--- src/pkg/cbi_pkg.sv ---
package cbi_pkg;
	localparam int          ADDR_W    = 16;
	localparam int          DATA_W    = 8;
	localparam int          REFRESH_CYCLE_FLAG_W    = 7;
	localparam int          IVR_W     = 8;
	localparam logic [15:0] RST_PC    = 16'h0000;
	localparam logic [15:0] NMI_ADDR  = 16'h0066;
	localparam logic [15:0] IM1_ADDR  = 16'h0038;
	localparam logic [7:0]  RST_IVR   = 8'h00;
	localparam logic [6:0]  RST_REFRESH_CYCLE_FLAG  = 7'h00;
	localparam logic [6:0]  REFRESH_CYCLE_FLAG_STEP = 7'h01;
	localparam logic [15:0] PC_STEP   = 16'h0001;
	localparam logic [1:0]  IO_WAITS  = 2'h1;
	localparam logic [1:0]  ACK_WAITS = 2'h2;

	typedef enum logic [1:0] {
		IM_0 = 2'h0,
		IM_1 = 2'h1,
		IM_2 = 2'h2
	} cbi_mode_type;

	typedef enum logic [2:0] {
		K_FETCH = 3'h0,
		K_MRD   = 3'h1,
		K_MWR   = 3'h2,
		K_IORD  = 3'h3,
		K_IOWR  = 3'h4,
		K_ACK   = 3'h5
	} cbi_kind_type;

	// Gray steps along T1, T2, auto wait, wait, T3, T4.
	typedef enum logic [2:0] {
		S_T1   = 3'h0,
		S_T2   = 3'h1,
		S_TA   = 3'h3,
		S_TW   = 3'h2,
		S_T3   = 3'h6,
		S_T4   = 3'h7,
		S_BUS  = 3'h5,
		S_IDLE = 3'h4
	} cbi_state_type;
endpackage : cbi_pkg

--- src/pkg/cbi_irq_if.sv ---
`timescale 1ns/1ps
interface cbi_irq_if;
	import cbi_pkg::*;
	logic             smp;
	logic             int_n;
	logic             nmi_n;
	logic             en_set;
	logic             en_clr;
	logic             im_wr;
	cbi_mode_type     im_val;
	logic             ivr_wr;
	logic [IVR_W-1:0] ivr_val;
	logic             take_nmi;
	logic             take_int;
	cbi_mode_type     im;
	logic [IVR_W-1:0] ivr;

	modport ctl (
		input  smp, int_n, nmi_n, en_set, en_clr, im_wr, im_val, ivr_wr, ivr_val,
		output take_nmi, take_int, im, ivr
	);
	modport seq (
		output smp, int_n, nmi_n, en_set, en_clr, im_wr, im_val, ivr_wr, ivr_val,
		input  take_nmi, take_int, im, ivr
	);
endinterface : cbi_irq_if

--- src/rtl/cbi_bus_seq.sv ---
// Functional notes
// - Drive 16-bit tri-state address bus.
// - Share 8-bit tri-state bidirectional data bus.
// - Fetch-cycle flag low only during opcode fetch and interrupt acknowledge.
// - Memory request only with valid memory address.
// - I/O request for ports and interrupt acknowledge.
// - Read strobe gates partner data onto bus.
// - Write strobe only while write data stable.
// - Refresh flag with refresh address, low seven bits.
// - Halt output, no-op fetches until interrupt.
// - Wait input low keeps inserting wait states.
// - Maskable request taken only when latch enabled.
// - Non-maskable request always taken, restart 0066H.
// - Reset clears latch, PC, page, refresh counter.
// - During reset float buses, controls inactive.
// - Bus takeover at cycle end floats everything.
// - Acknowledge only after outputs are floated.
// - Fetch address first, memory request half later.
// - Capture opcode at rising edge of T3.
// - T3 and T4 of fetch refresh memory.
// - One automatic wait state in I/O cycles.
// - Sample interrupts at instruction's final clock.
// - Acknowledge fetch uses I/O request, two waits.
// - Vectored mode pointer is page then vector.
// - Three interrupt modes: 0, 1 and 2.
`timescale 1ns/1ps
module cbi_bus_seq
	import cbi_pkg::*;
(
	// Clock and reset
	input  wire logic              i_ref_clk,
	input  wire logic              i_sys_rst,
	// Core request port
	input  wire logic              i_cyc_req,
	input  wire cbi_kind_type      i_cyc_kind,
	input  wire logic [ADDR_W-1:0] i_cyc_addr,
	input  wire logic [DATA_W-1:0] i_cyc_wdata,
	input  wire logic              i_instr_last,
	input  wire logic              i_halt_exec,
	input  wire logic              i_pc_load,
	input  wire logic [ADDR_W-1:0] i_pc_val,
	// Interrupt control
	input  wire logic              i_irq_en_set,
	input  wire logic              i_irq_en_clr,
	input  wire logic              i_im_wr,
	input  wire cbi_mode_type      i_im_val,
	input  wire logic              i_ivr_wr,
	input  wire logic [IVR_W-1:0]  i_ivr_val,
	// Core answer port
	output logic                   o_cyc_done,
	output logic [DATA_W-1:0]      o_rdata,
	output logic [ADDR_W-1:0]      o_pc,
	output logic                   o_irq_take,
	output logic                   o_irq_nmi,
	output logic [ADDR_W-1:0]      o_irq_target,
	output cbi_mode_type           o_irq_mode,
	// Bus pins
	output logic [ADDR_W-1:0]      o_addr,
	output logic                   o_addr_oe,
	input  wire logic [DATA_W-1:0] i_data,
	output logic [DATA_W-1:0]      o_data,
	output logic                   o_data_oe,
	output logic                   o_ctl_oe,
	output logic                   o_fetch_n,
	output logic                   o_memory_request_n,
	output logic                   o_io_request_n,
	output logic                   o_rd_n,
	output logic                   o_wr_n,
	output logic                   o_refresh_cycle_flag_n,
	output logic                   o_halt_n,
	output logic                   o_bus_release_ack_n,
	input  wire logic              i_wait_n,
	input  wire logic              i_int_n,
	input  wire logic              i_nmi_n,
	input  wire logic              i_bus_takeover_request_n
);
	cbi_irq_if irq ();

	cbi_irq_ctl u_irq (
		.i_ref_clk (i_ref_clk),
		.i_sys_rst (i_sys_rst),
		.irq       (irq.ctl)
	);

	assign irq.int_n   = i_int_n;
	assign irq.nmi_n   = i_nmi_n;
	assign irq.en_set  = i_irq_en_set;
	assign irq.en_clr  = i_irq_en_clr;
	assign irq.im_wr   = i_im_wr;
	assign irq.im_val  = i_im_val;
	assign irq.ivr_wr  = i_ivr_wr;
	assign irq.ivr_val = i_ivr_val;

	// Sequencer state.
	cbi_state_type      state_ff, nxt_state;
	cbi_kind_type       kind_ff, nxt_kind;
	logic               ph_ff, nxt_ph;
	logic [1:0]         aw_ff, nxt_aw;
	logic [ADDR_W-1:0]  addr_ff, nxt_addr;
	logic [DATA_W-1:0]  wdat_ff, nxt_wdat;
	logic [DATA_W-1:0]  rdat_ff, nxt_rdat;
	logic [ADDR_W-1:0]  pc_ff, nxt_pc;
	logic [REFRESH_CYCLE_FLAG_W-1:0]  refresh_cycle_flag_ff, nxt_refresh_cycle_flag;
	logic               last_ff, nxt_last;
	logic               halt_ff, nxt_halt;
	logic               ackp_ff, nxt_ackp;
	logic               fin;
	logic [1:0]         waits;
	// Pin and answer registers.
	logic [ADDR_W-1:0]  pa_ff, nxt_pa;
	logic               aoe_ff, nxt_aoe, doe_ff, nxt_doe;
	logic               m1_ff, nxt_m1, mrq_ff, nxt_mrq, io_request_ff, nxt_io_request;
	logic               rd_ff, nxt_rd, wr_ff, nxt_wr, rf_ff, nxt_rf;
	logic               hlt_ff, nxt_hlt, bak_ff, nxt_bak;
	logic               fch, io, mem, early, t1b, t3a, rfw, rfm, busy;
	logic               done_ff, nxt_done, take_ff, nxt_take, nmi_ff, nxt_nmi;
	logic [ADDR_W-1:0]  tgt_ff, nxt_tgt;
	cbi_mode_type       mode_ff, nxt_mode;

	always_comb begin
		nxt_state = state_ff;
		nxt_kind  = kind_ff;
		nxt_ph    = 1'b0;
		nxt_aw    = aw_ff;
		nxt_addr  = addr_ff;
		nxt_wdat  = wdat_ff;
		nxt_pc    = pc_ff;
		nxt_refresh_cycle_flag  = refresh_cycle_flag_ff;
		nxt_last  = last_ff;
		fin       = 1'b0;
		waits     = (kind_ff == K_ACK) ? ACK_WAITS : IO_WAITS;
		if (state_ff != S_IDLE && state_ff != S_BUS) begin
			nxt_ph = ~ph_ff;
		end
		case (state_ff)
			S_IDLE: begin
				// Takeover outranks every other start, so it is seen at each cycle end.
				if (!i_bus_takeover_request_n) begin
					nxt_state = S_BUS;
				end else if (ackp_ff) begin
					nxt_state = S_T1;
					nxt_kind  = K_ACK;
					nxt_addr  = pc_ff;
					nxt_last  = 1'b0;
				end else if (halt_ff) begin
					nxt_state = S_T1;
					nxt_kind  = K_FETCH;
					nxt_addr  = pc_ff;
					nxt_last  = 1'b1;
				end else if (i_cyc_req && !done_ff && !take_ff) begin
					nxt_state = S_T1;
					nxt_kind  = i_cyc_kind;
					nxt_addr  = (i_cyc_kind == K_FETCH) ? pc_ff : i_cyc_addr;
					nxt_wdat  = i_cyc_wdata;
					nxt_last  = i_instr_last;
				end
			end
			S_T1: begin
				if (ph_ff) begin
					nxt_state = S_T2;
				end
			end
			S_T2: begin
				if (ph_ff) begin
					if (kind_ff inside {K_IORD, K_IOWR, K_ACK}) begin
						nxt_state = S_TA;
						nxt_aw    = 2'h1;
					end else begin
						nxt_state = i_wait_n ? S_T3 : S_TW;
					end
				end
			end
			S_TA: begin
				if (ph_ff) begin
					if (aw_ff != waits) begin
						nxt_aw = aw_ff + 2'h1;
					end else begin
						nxt_state = i_wait_n ? S_T3 : S_TW;
					end
				end
			end
			S_TW: begin
				if (ph_ff && i_wait_n) begin
					nxt_state = S_T3;
				end
			end
			S_T3: begin
				if (ph_ff) begin
					if (kind_ff == K_FETCH || kind_ff == K_ACK) begin
						nxt_state = S_T4;
					end else begin
						fin = 1'b1;
					end
				end
			end
			S_T4: begin
				if (ph_ff) begin
					fin      = 1'b1;
					nxt_refresh_cycle_flag = refresh_cycle_flag_ff + REFRESH_CYCLE_FLAG_STEP;
				end
			end
			S_BUS: begin
				if (i_bus_takeover_request_n) begin
					nxt_state = S_IDLE;
				end
			end
			default: begin
				nxt_state = S_IDLE;
			end
		endcase
		if (fin) begin
			nxt_state = S_IDLE;
			if (kind_ff == K_FETCH && !halt_ff) begin
				nxt_pc = pc_ff + PC_STEP;
			end
		end
		if (i_pc_load) begin
			nxt_pc = i_pc_val;
		end
		// Interrupts are looked at only on the last clock of an instruction.
		irq.smp  = fin && last_ff;
		nxt_ackp = (ackp_ff && !(state_ff == S_IDLE && i_bus_takeover_request_n)) || irq.take_int;
		nxt_halt = (halt_ff || i_halt_exec) && !irq.take_nmi && !irq.take_int;
		nxt_rdat = (nxt_state == S_T3 && state_ff != S_T3) ? i_data : rdat_ff;
	end

	always_comb begin
		fch   = nxt_kind == K_FETCH || nxt_kind == K_ACK;
		io    = nxt_kind == K_IORD || nxt_kind == K_IOWR;
		mem   = nxt_kind inside {K_FETCH, K_MRD, K_MWR};
		busy  = nxt_state != S_IDLE && nxt_state != S_BUS;
		early = nxt_state inside {S_T2, S_TA, S_TW};
		t1b   = nxt_state == S_T1 && nxt_ph;
		t3a   = nxt_state == S_T3 && !nxt_ph;
		rfw   = busy && fch && (nxt_state == S_T3 || nxt_state == S_T4);
		rfm   = rfw && (nxt_state == S_T3 ? nxt_ph : !nxt_ph);
		// Refresh slots carry page and counter; the counter sits in the low bits.
		nxt_pa   = rfw ? {irq.ivr, 1'b0, refresh_cycle_flag_ff} : nxt_addr;
		nxt_aoe  = nxt_state != S_BUS;
		nxt_doe  = busy && (nxt_kind == K_MWR || nxt_kind == K_IOWR) && !(nxt_state == S_T1 && !nxt_ph);
		nxt_m1   = !(busy && fch && !rfw);
		nxt_mrq  = !(busy && ((mem && (t1b || early || (!fch && t3a))) || rfm));
		nxt_rf   = !rfw;
		nxt_rd   = !(busy && (((nxt_kind == K_FETCH || nxt_kind == K_MRD) && (t1b || early))
			|| ((nxt_kind == K_MRD || nxt_kind == K_IORD) && t3a) || (nxt_kind == K_IORD && early)));
		nxt_io_request = !(busy && ((io && (early || t3a)) || (nxt_kind == K_ACK
			&& (nxt_state == S_TW || (nxt_state == S_TA && nxt_aw == ACK_WAITS)))));
		nxt_wr   = !(busy && ((nxt_kind == K_MWR && ((nxt_state == S_T2 && nxt_ph) || nxt_state == S_TW || t3a))
			|| (nxt_kind == K_IOWR && (early || t3a))));
		nxt_hlt  = !nxt_halt;
		// Acknowledge trails the float by one clock so no two drivers overlap.
		nxt_bak  = !(state_ff == S_BUS && nxt_state == S_BUS);
		nxt_done = fin && kind_ff != K_ACK && !halt_ff;
		nxt_take = (fin && kind_ff == K_ACK) || irq.take_nmi;
		nxt_nmi  = irq.take_nmi;
		nxt_mode = irq.im;
		case (irq.im)
			IM_1: nxt_tgt = IM1_ADDR;
			IM_2: nxt_tgt = {irq.ivr, rdat_ff};
			default: nxt_tgt = {8'h00, rdat_ff};
		endcase
		if (irq.take_nmi) begin
			nxt_tgt = NMI_ADDR;
		end
	end

	always_ff @(posedge i_ref_clk) begin
		if (i_sys_rst) begin
			state_ff <= S_IDLE;
			kind_ff  <= K_FETCH;
			ph_ff    <= 1'b0;
			aw_ff    <= 2'h0;
			addr_ff  <= RST_PC;
			wdat_ff  <= 8'h00;
			rdat_ff  <= 8'h00;
			pc_ff    <= RST_PC;
			refresh_cycle_flag_ff  <= RST_REFRESH_CYCLE_FLAG;
			last_ff  <= 1'b0;
			halt_ff  <= 1'b0;
			ackp_ff  <= 1'b0;
			pa_ff    <= RST_PC;
			aoe_ff   <= 1'b0;
			doe_ff   <= 1'b0;
			m1_ff    <= 1'b1;
			mrq_ff   <= 1'b1;
			io_request_ff  <= 1'b1;
			rd_ff    <= 1'b1;
			wr_ff    <= 1'b1;
			rf_ff    <= 1'b1;
			hlt_ff   <= 1'b1;
			bak_ff   <= 1'b1;
			done_ff  <= 1'b0;
			take_ff  <= 1'b0;
			nmi_ff   <= 1'b0;
			tgt_ff   <= RST_PC;
			mode_ff  <= IM_0;
		end else begin
			state_ff <= nxt_state;
			kind_ff  <= nxt_kind;
			ph_ff    <= nxt_ph;
			aw_ff    <= nxt_aw;
			addr_ff  <= nxt_addr;
			wdat_ff  <= nxt_wdat;
			rdat_ff  <= nxt_rdat;
			pc_ff    <= nxt_pc;
			refresh_cycle_flag_ff  <= nxt_refresh_cycle_flag;
			last_ff  <= nxt_last;
			halt_ff  <= nxt_halt;
			ackp_ff  <= nxt_ackp;
			pa_ff    <= nxt_pa;
			aoe_ff   <= nxt_aoe;
			doe_ff   <= nxt_doe;
			m1_ff    <= nxt_m1;
			mrq_ff   <= nxt_mrq;
			io_request_ff  <= nxt_io_request;
			rd_ff    <= nxt_rd;
			wr_ff    <= nxt_wr;
			rf_ff    <= nxt_rf;
			hlt_ff   <= nxt_hlt;
			bak_ff   <= nxt_bak;
			done_ff  <= nxt_done;
			take_ff  <= nxt_take;
			nmi_ff   <= nxt_nmi;
			tgt_ff   <= nxt_tgt;
			mode_ff  <= nxt_mode;
		end
	end

	assign o_addr       = pa_ff;
	assign o_addr_oe    = aoe_ff;
	assign o_ctl_oe     = aoe_ff;
	assign o_data       = wdat_ff;
	assign o_data_oe    = doe_ff;
	assign o_fetch_n    = m1_ff;
	assign o_memory_request_n     = mrq_ff;
	assign o_io_request_n     = io_request_ff;
	assign o_rd_n       = rd_ff;
	assign o_wr_n       = wr_ff;
	assign o_refresh_cycle_flag_n     = rf_ff;
	assign o_halt_n     = hlt_ff;
	assign o_bus_release_ack_n    = bak_ff;
	assign o_cyc_done   = done_ff;
	assign o_rdata      = rdat_ff;
	assign o_pc         = pc_ff;
	assign o_irq_take   = take_ff;
	assign o_irq_nmi    = nmi_ff;
	assign o_irq_target = tgt_ff;
	assign o_irq_mode   = mode_ff;
endmodule : cbi_bus_seq

--- src/rtl/cbi_irq_ctl.sv ---
`timescale 1ns/1ps
module cbi_irq_ctl
	import cbi_pkg::*;
(
	// Clock and reset
	input  wire logic i_ref_clk,
	input  wire logic i_sys_rst,
	// Sequencer side
	cbi_irq_if.ctl    irq
);
	logic             iff_ff;
	logic             nxt_iff;
	cbi_mode_type     im_ff;
	cbi_mode_type     nxt_im;
	logic [IVR_W-1:0] ivr_ff;
	logic [IVR_W-1:0] nxt_ivr;
	logic             nmi_prev_ff;
	logic             nxt_nmi_prev;
	logic             nmi_pend_ff;
	logic             nxt_nmi_pend;

	always_comb begin
		// The non-maskable path never looks at the enable latch.
		irq.take_nmi = irq.smp && nmi_pend_ff;
		irq.take_int = irq.smp && !nmi_pend_ff && !irq.int_n && iff_ff;
		nxt_nmi_prev = irq.nmi_n;
		// A new falling edge in the taking cycle stays pending.
		nxt_nmi_pend = (nmi_pend_ff && !irq.take_nmi) || (nmi_prev_ff && !irq.nmi_n);
		nxt_iff = iff_ff;
		if (irq.en_set) begin
			nxt_iff = 1'b1;
		end
		if (irq.en_clr || irq.take_nmi || irq.take_int) begin
			nxt_iff = 1'b0;
		end
		nxt_im = irq.im_wr ? irq.im_val : im_ff;
		nxt_ivr = irq.ivr_wr ? irq.ivr_val : ivr_ff;
	end

	always_ff @(posedge i_ref_clk) begin
		if (i_sys_rst) begin
			iff_ff      <= 1'b0;
			im_ff       <= IM_0;
			ivr_ff      <= RST_IVR;
			nmi_prev_ff <= 1'b1;
			nmi_pend_ff <= 1'b0;
		end else begin
			iff_ff      <= nxt_iff;
			im_ff       <= nxt_im;
			ivr_ff      <= nxt_ivr;
			nmi_prev_ff <= nxt_nmi_prev;
			nmi_pend_ff <= nxt_nmi_pend;
		end
	end

	assign irq.im  = im_ff;
	assign irq.ivr = ivr_ff;
endmodule : cbi_irq_ctl

--- config.mk ---
export PLATFORM = sky130hd
export DESIGN_NAME = cbi_bus_seq
export DESIGN_NICKNAME = d
export VERILOG_FILES = /design/src/pkg/cbi_pkg.sv /design/src/pkg/cbi_irq_if.sv /design/src/rtl/cbi_bus_seq.sv /design/src/rtl/cbi_irq_ctl.sv
export SDC_FILE = /design/constraint.sdc
export NUM_CORES = 1
export LEC_CHECK = 0
export BUFFER_PORTS_ARGS = -buffer_cell sky130_fd_sc_hd__buf_2
export CAP_MARGIN = 25
export CORE_MARGIN = 10
export CORE_UTILIZATION = 40
export DETAILED_ROUTE_END_ITERATION = 7
export PLACE_DENSITY = 0.64
export SYNTH_ARGS = -nofsm -noshare
export SYNTH_HDL_FRONTEND = slang
export SYNTH_SLANG_ARGS = --single-unit
--- constraint.sdc ---
create_clock -name i_ref_clk -period 2.8 [get_ports i_ref_clk]
set_input_delay 0.28 -clock i_ref_clk [delete_from_list [all_inputs] [get_ports i_ref_clk]]
set_output_delay 0.28 -clock i_ref_clk [all_outputs]
set_load 0.02 [all_outputs]
# Word-level counts from Yosys, hierarchy flattened
# Index checks and enable logic that the tools add are counted.
dict set report totals {
  regBits 127
  elab_cells 228
  out_inout_bits 80
}
dict set report classes {
  bitwise 3
  add_sub_neg 3
  mux 48
  n_reduce_logical 108
  n_eq_ne 31
}
# cell n
set ops {}
lappend ops {{$mux W16} 10}
lappend ops {{$mux W3} 20}
lappend ops {{$logic_and A1 B1 Y1} 46}
lappend ops {{$eq A3 B3 Y1 const B} 11}
lappend ops {{$pmux W16 S2} 1}
lappend ops {{$logic_or A1 B1 Y1} 24}
lappend ops {{$eq A3 B2 Y1 const B} 7}
lappend ops {{$pmux W3 S7} 1}
lappend ops {{$logic_not A1 Y1} 20}
lappend ops {{$ne A3 B3 Y1 const B} 6}
lappend ops {{$add A16 B1 Y16 const B} 1}
lappend ops {{$logic_not A3 Y1} 5}
lappend ops {{$reduce_bool A3 Y1} 4}
lappend ops {{$mux W2} 5}
lappend ops {{$eq A3 B1 Y1 const B} 3}
lappend ops {{$mux W1} 8}
lappend ops {{$add A7 B1 Y7 const B} 1}
lappend ops {{$mux W7} 1}
lappend ops {{$reduce_or A2 Y1} 3}
lappend ops {{$reduce_and A5 Y1} 1}
lappend ops {{$eq A2 B2 Y1 const B} 2}
lappend ops {{$pmux W2 S2} 1}
lappend ops {{$reduce_and A2 Y1} 2}
lappend ops {{$reduce_bool A2 Y1} 2}
lappend ops {{other kinds (6)} 8}

# Logic depth before layout (Yosys ltp)
dict set report depth {
  depth_word 17
  depth_mapped 11
}

# Hierarchy
# Synthesis repeated with hierarchy kept, for this count alone.
dict set report hier_totals {
  hier_cells 560
  area_unflattened_um2 5378.9
}
# mod cells_per_inst seq_area_each_um2 area_per_inst_um2 n_inst
set by_module_without_submodules {}
lappend by_module_without_submodules {cbi_bus_seq 516 2282.2 4898.4 1}
lappend by_module_without_submodules {cbi_irq_ctl 44 260.2 480.5 1}

# Least setup slack after synthesis
# OpenSTA, ideal clock, no wires.
dict set report synth_path {
  kind {reg2reg}
  startpoint {reg kind_ff[1]}
  endpoint {reg io_request_ff, in the netlist o_io_request_n}
  path_stages_with_launch 12
  period_less_slack_ns 2.290
  n_path_buf 2
  t_arrival_ns 2.220
  path_slack_ns 0.510
  path_cell_list {dfxtp_1 -> buf_4 -> and3b_1 -> buf_6 -> and4_4 -> o311ai_4 -> nand2_4 -> and4_1 -> ha_1 -> a31oi_1 -> nor2_1 -> a21oi_1}
}
dict set report synth_via {
  elab_chain_cells 14
}
# item line
set synth_lines {}
lappend synth_lines {{from (decl)} cbi_bus_seq.sv:96} ;# cbi_kind_type kind_ff, nxt_kind;
lappend synth_lines {{from (signal assigned)} cbi_bus_seq.sv:299} ;# kind_ff <= nxt_kind;
lappend synth_lines {{$eq A3 B3 Y1} {cbi_bus_seq.sv:131, cbi_bus_seq.sv:165, cbi_bus_seq.sv:189}}
lappend synth_lines {{$mux W2} cbi_bus_seq.sv:131} ;# waits = (kind_ff == K_ACK) ? ACK_WAITS : IO_WAITS;
lappend synth_lines {{$ne A2 B2 Y1} cbi_bus_seq.sv:175} ;# if (aw_ff != waits) begin
lappend synth_lines {{$mux W3} cbi_bus_seq.sv:175}
lappend synth_lines {{$mux W3} cbi_bus_seq.sv:174} ;# if (ph_ff) begin
lappend synth_lines {{$pmux W3 S7} cbi_bus_seq.sv:135} ;# case (state_ff)
lappend synth_lines {{$mux W3} cbi_bus_seq.sv:211} ;# if (fin) begin
lappend synth_lines {{$eq A3 B1 Y1 (tied with other cells)} cbi_bus_seq.sv:232} ;# early = nxt_state inside {S_T2, S_TA, S_TW};
lappend synth_lines {{$reduce_bool A3 Y1 (tied with other cells)} cbi_bus_seq.sv:232}
lappend synth_lines {{$logic_or A1 B1 Y1 (on tied branches)} {cbi_bus_seq.sv:246, cbi_bus_seq.sv:247}}
lappend synth_lines {{$logic_and A1 B1 Y1 (on tied branches)} {cbi_bus_seq.sv:246, cbi_bus_seq.sv:247}}
lappend synth_lines {{$logic_or A1 B1 Y1} cbi_bus_seq.sv:246} ;# nxt_io_request = !(busy && ((io && (early || t3a)) || (nxt_kind == K_ACK
lappend synth_lines {{$logic_and A1 B1 Y1 (*)} cbi_bus_seq.sv:246}
lappend synth_lines {{$logic_not A1 Y1 (*)} cbi_bus_seq.sv:246}
lappend synth_lines {{to (signal assigned)} cbi_bus_seq.sv:315} ;# io_request_ff <= nxt_io_request;
lappend synth_lines {{to (decl)} cbi_bus_seq.sv:112} ;# logic m1_ff, nxt_m1, mrq_ff, nxt_mrq, io_request_ff, nxt_io_request;
# Every way passes the cells marked *; elsewhere a longest branch is shown, timed or not.
# A chain may end at the register's enable or synchronous reset.

# Worst setup path after layout
dict set report layout_path {
  startpoint {reg state_ff[0]}
  endpoint {reg pa_ff[5], in the netlist o_addr[5]}
}
dict set report layout_via {
  elab_chain_cells 11
}
# item line
set layout_lines {}
lappend layout_lines {{from (decl)} cbi_bus_seq.sv:95} ;# cbi_state_type state_ff, nxt_state;
lappend layout_lines {{from (signal assigned)} cbi_bus_seq.sv:298} ;# state_ff <= nxt_state;
lappend layout_lines {{$mux W3} cbi_bus_seq.sv:150} ;# end else if (i_cyc_req && !done_ff && !take_ff) begin
lappend layout_lines {{$mux W3} cbi_bus_seq.sv:145} ;# end else if (halt_ff) begin
lappend layout_lines {{$mux W3} cbi_bus_seq.sv:140} ;# end else if (ackp_ff) begin
lappend layout_lines {{$mux W3} cbi_bus_seq.sv:138} ;# if (!i_bus_takeover_request_n) begin
lappend layout_lines {{$pmux W3 S7} cbi_bus_seq.sv:135}
lappend layout_lines {{$mux W3} cbi_bus_seq.sv:211}
lappend layout_lines {{$ne A3 B3 Y1} cbi_bus_seq.sv:231} ;# busy = nxt_state != S_IDLE && nxt_state != S_BUS;
lappend layout_lines {{$logic_and A1 B1 Y1} cbi_bus_seq.sv:231}
lappend layout_lines {{$logic_and A1 B1 Y1 (2 in a row)} cbi_bus_seq.sv:235} ;# rfw = busy && fch && (nxt_state == S_T3 || nxt_state == S_T4);
lappend layout_lines {{$mux W16 (*)} cbi_bus_seq.sv:238} ;# nxt_pa = rfw ? {irq.ivr, 1'b0, refresh_cycle_flag_ff} : nxt_addr;
lappend layout_lines {{to (signal assigned)} cbi_bus_seq.sv:310} ;# pa_ff <= nxt_pa;
lappend layout_lines {{to (decl)} cbi_bus_seq.sv:110} ;# logic [ADDR_W-1:0] pa_ff, nxt_pa;
# Marks and branches as above.

==> out/metrics.cfg <==
[final_layout]
num-fill-cells = 1328
register_area_um2 = 2544
drive_above_1_share = 0.3031
post-route-util = 0.5174
final_area_um2 = 7127
synthToLayoutAreaGrowth_pct = 27.29
multi_input_area_um2 = 2766
layout.nets = 816
diodes = 0

[detailed_routing]
drt-vias-per-instance = 5.211
drc_errors = 0
drtIter0Drc = 276
wl_per_cell_um = 17.27
ant_nets = 0
routed-via-count = 4841
routed_wl_mm = 16.05
drt-pass1-iter-count = 4

[setup_path]
required_ps = 3130
end_kind = register
startpoint_type = register
crit_path_start = state_ff[0]
crit_arrival_ps = 2880
r2r-start = state_ff[0]
crit_type = reg -> reg
crit_path_max_fanout = 17

[timing]
hold_viol = 0
max_freq_ghz = 0.3932
setup_viol = 0
min_period_ps = 2543
grt_setup_unrepaired = no
period_share = 0.9084
worst_pin_slew_ps = 723.4
slew_violations = 0
finalSetupTns_ps = 0
holdWs_ps = 22.38
worst_clock_skew_ps = 7.937
relSlewSlack = 0.5178

[power]
p_switching_mw = 1.352
p_seq_frac = 0.404
p_sw_frac = 0.2717
share_comb_of_total_power = 0.140
p_leak_nw = 3.459
powerDensity_nw_per_um2 = 698.2
clkPwrFrac = 0.456
p_int_mw = 3.624
vdd_drop_max_uv = 434.2

[clock_tree]
clk_pin_slew_ps = 60
htreeDepth = 4
cts_tree = built
cts_hold_repair.buffers = 0
clock_sinks = 127
cts_buffers = 17
clock_path_buffers = 2
insertion_delay_ps = 420
post_cts_buffers = 0
root_buffer = clkbuf_16

[global_routing]
grtUsageTotal = 0.1621
overflow = 0
busiest_layer = met2
grt_pass1_wl_mm = 25.50
antenna_found_initial = 1
grt_max_degree = 51
grtUsageMet1 = 0.1817
use_met3 = 0.06473
grt_pass1_vias = 4951
met2_usage = 0.2781

[synth]
synth_seq_cells = 127
syn-num-nets = 665
synth_cell_types = 72
synth_edf_count = 0
ys_seq_area_frac = 0.4541
synth.cell_area_um2 = 5599
ys.warnings.count = 0
syn_inst = 585
synthArstFlopShare = 0
avgSynthCellArea_um2 = 9.571
synth_ff_type = dfxtp_1

[floorplan]
ios = 155
die_w_um = 138.3
core_area_um2 = 13770
fp.dieH_um = 138.3
dieArea_um2 = 19130
rows = 43
start_util = 0.4065

[run_status]
status = finished clean

[job]
max_cap_viol_count = 0

[place]
routabilityCongestion = 0.8685
dp_hpwl_mm = 12.17
dpl_cell_area_um2 = 6513
port_buffers = 154

[worst_hold_path]
hold_path.class = in -> reg
hp-start = i_irq_en_clr

==> final timing paths <==
path / endpoint / slack, ps / cells past startpoint
max: o_addr[5] / 260 / 6
min: u_irq.iff_ff / 20 / 2
max reg2reg: o_addr[5] / 260 / 6
min reg2reg: o_irq_target[1] / 460 / 2
==> critical path, stage by stage, from the launching register on <==
cell and delay, ps:
dfxtp_1 670, nand4bb_1 360, mux2i_1 340, o211ai_4 190
xnor2_4 280, nand4_4 340, a2bb2oi_1 260
==> cell type report <==
class | count | area share
Clock buffer | 17 | 0.05969
Clock inverter | 15 | 0.02633
Inverter | 30 | 0.01580
Multi-Input combinational cell | 395 | 0.3882
Sequential cell | 127 | 0.3569
Tap cell | 180 | 0.03160
Timing Repair Buffer | 165 | 0.1215
==> layout by cell type, fill, tap and decap left out, drive strengths merged, types with 13 or more instances in the layout <==
master,instances
inv,33
nand3,13
buf,165
a211o,15
a21oi,23
clkbuf,17
a2bb2oi,16
dfxtp,127
nand4,13
nand2,34
mux2i,53
nor2,87
==> cell usage after synthesis (all sizes together) (6+ instances only) <==
| master | number | share of area |
|---|---|---|
| dfxtp | 127 | 0.45 |
| o21ai | 9 | 0.010 |
| buf | 17 | 0.021 |
| nor3 | 11 | 0.0098 |
| nand3 | 13 | 0.012 |
| mux2i | 53 | 0.095 |
| and2 | 7 | 0.0078 |
| xnor2 | 11 | 0.021 |
| nand4 | 13 | 0.020 |
| o21a | 6 | 0.0080 |
| nor2 | 87 | 0.058 |
| a2bb2oi | 16 | 0.035 |
| and3 | 12 | 0.013 |
| nor2b | 6 | 0.0067 |
| a211o | 15 | 0.023 |
| inv | 30 | 0.020 |
| a21oi | 23 | 0.021 |
| clkbuf | 16 | 0.011 |
| nand2 | 34 | 0.024 |
| xor2 | 9 | 0.014 |
==> cell families after synthesis <==
logic type,count (synthesis),synth area share
buffers and inverters,63,0.05229
AND/OR/NAND/NOR,217,0.2029
flip-flops,127,0.4541
AO/OA/AOI/OAI,100,0.1502
XOR/XNOR,20,0.03464
multiplexers,53,0.09475
adder cells (fa/ha/maj),5,0.01117
==> what timing repair did <==
| action | 4_1_cts | 5_1_grt |
|---|---|---|
| endpoints found under the hold margin | 0 | 0 |
| endpoints found under the setup margin | 0 | 4 |
| resized for setup | 0 | 1 |
==> through the flow <==
stage	worst slack (ps)	power, mW	std cells
3_3_place_gp	280.6	2.740	897
4_1_cts	184.7	5.023	929
2_1_floorplan	509.9	2.499	585
3_5_place_dp	190.2	2.748	897
5_1_grt	83.33	5.176	929
6_report	256.5	4.976	929
==> per-layer routing <==
layer  share of wire  up-vias  routed length (um)
li1                -     2365                   -
met1            0.42     2285                6681
met2            0.50      167                7990
met3           0.072       22                1150
met4           0.013        2                 210
met5         0.00081        -                  13
==> sequential cells by signal (all words and copies together) (netlist names), 2 cells and up <==
register and cells:
state_ff 3, o_rdata 8, u_irq.irq.ivr 8, o_data 8
o_irq_mode 2, refresh_cycle_flag_ff 7, kind_ff 3, o_irq_target 16
o_addr 16, addr_ff 16, aw_ff 2, u_irq.irq.im 2
o_pc 16
==> power groups by stage <==
stage	sequential (mW)	clock (mW)	combinational [mW]
floorplan	2.10	0	0.404
global placement	2.05	0	0.693
detailed placement	2.04	0	0.703
CTS	2.01	2.31	0.706
global route	2.02	2.39	0.763
finish	2.01	2.27	0.697
Power figures use the tool's default switching activity.
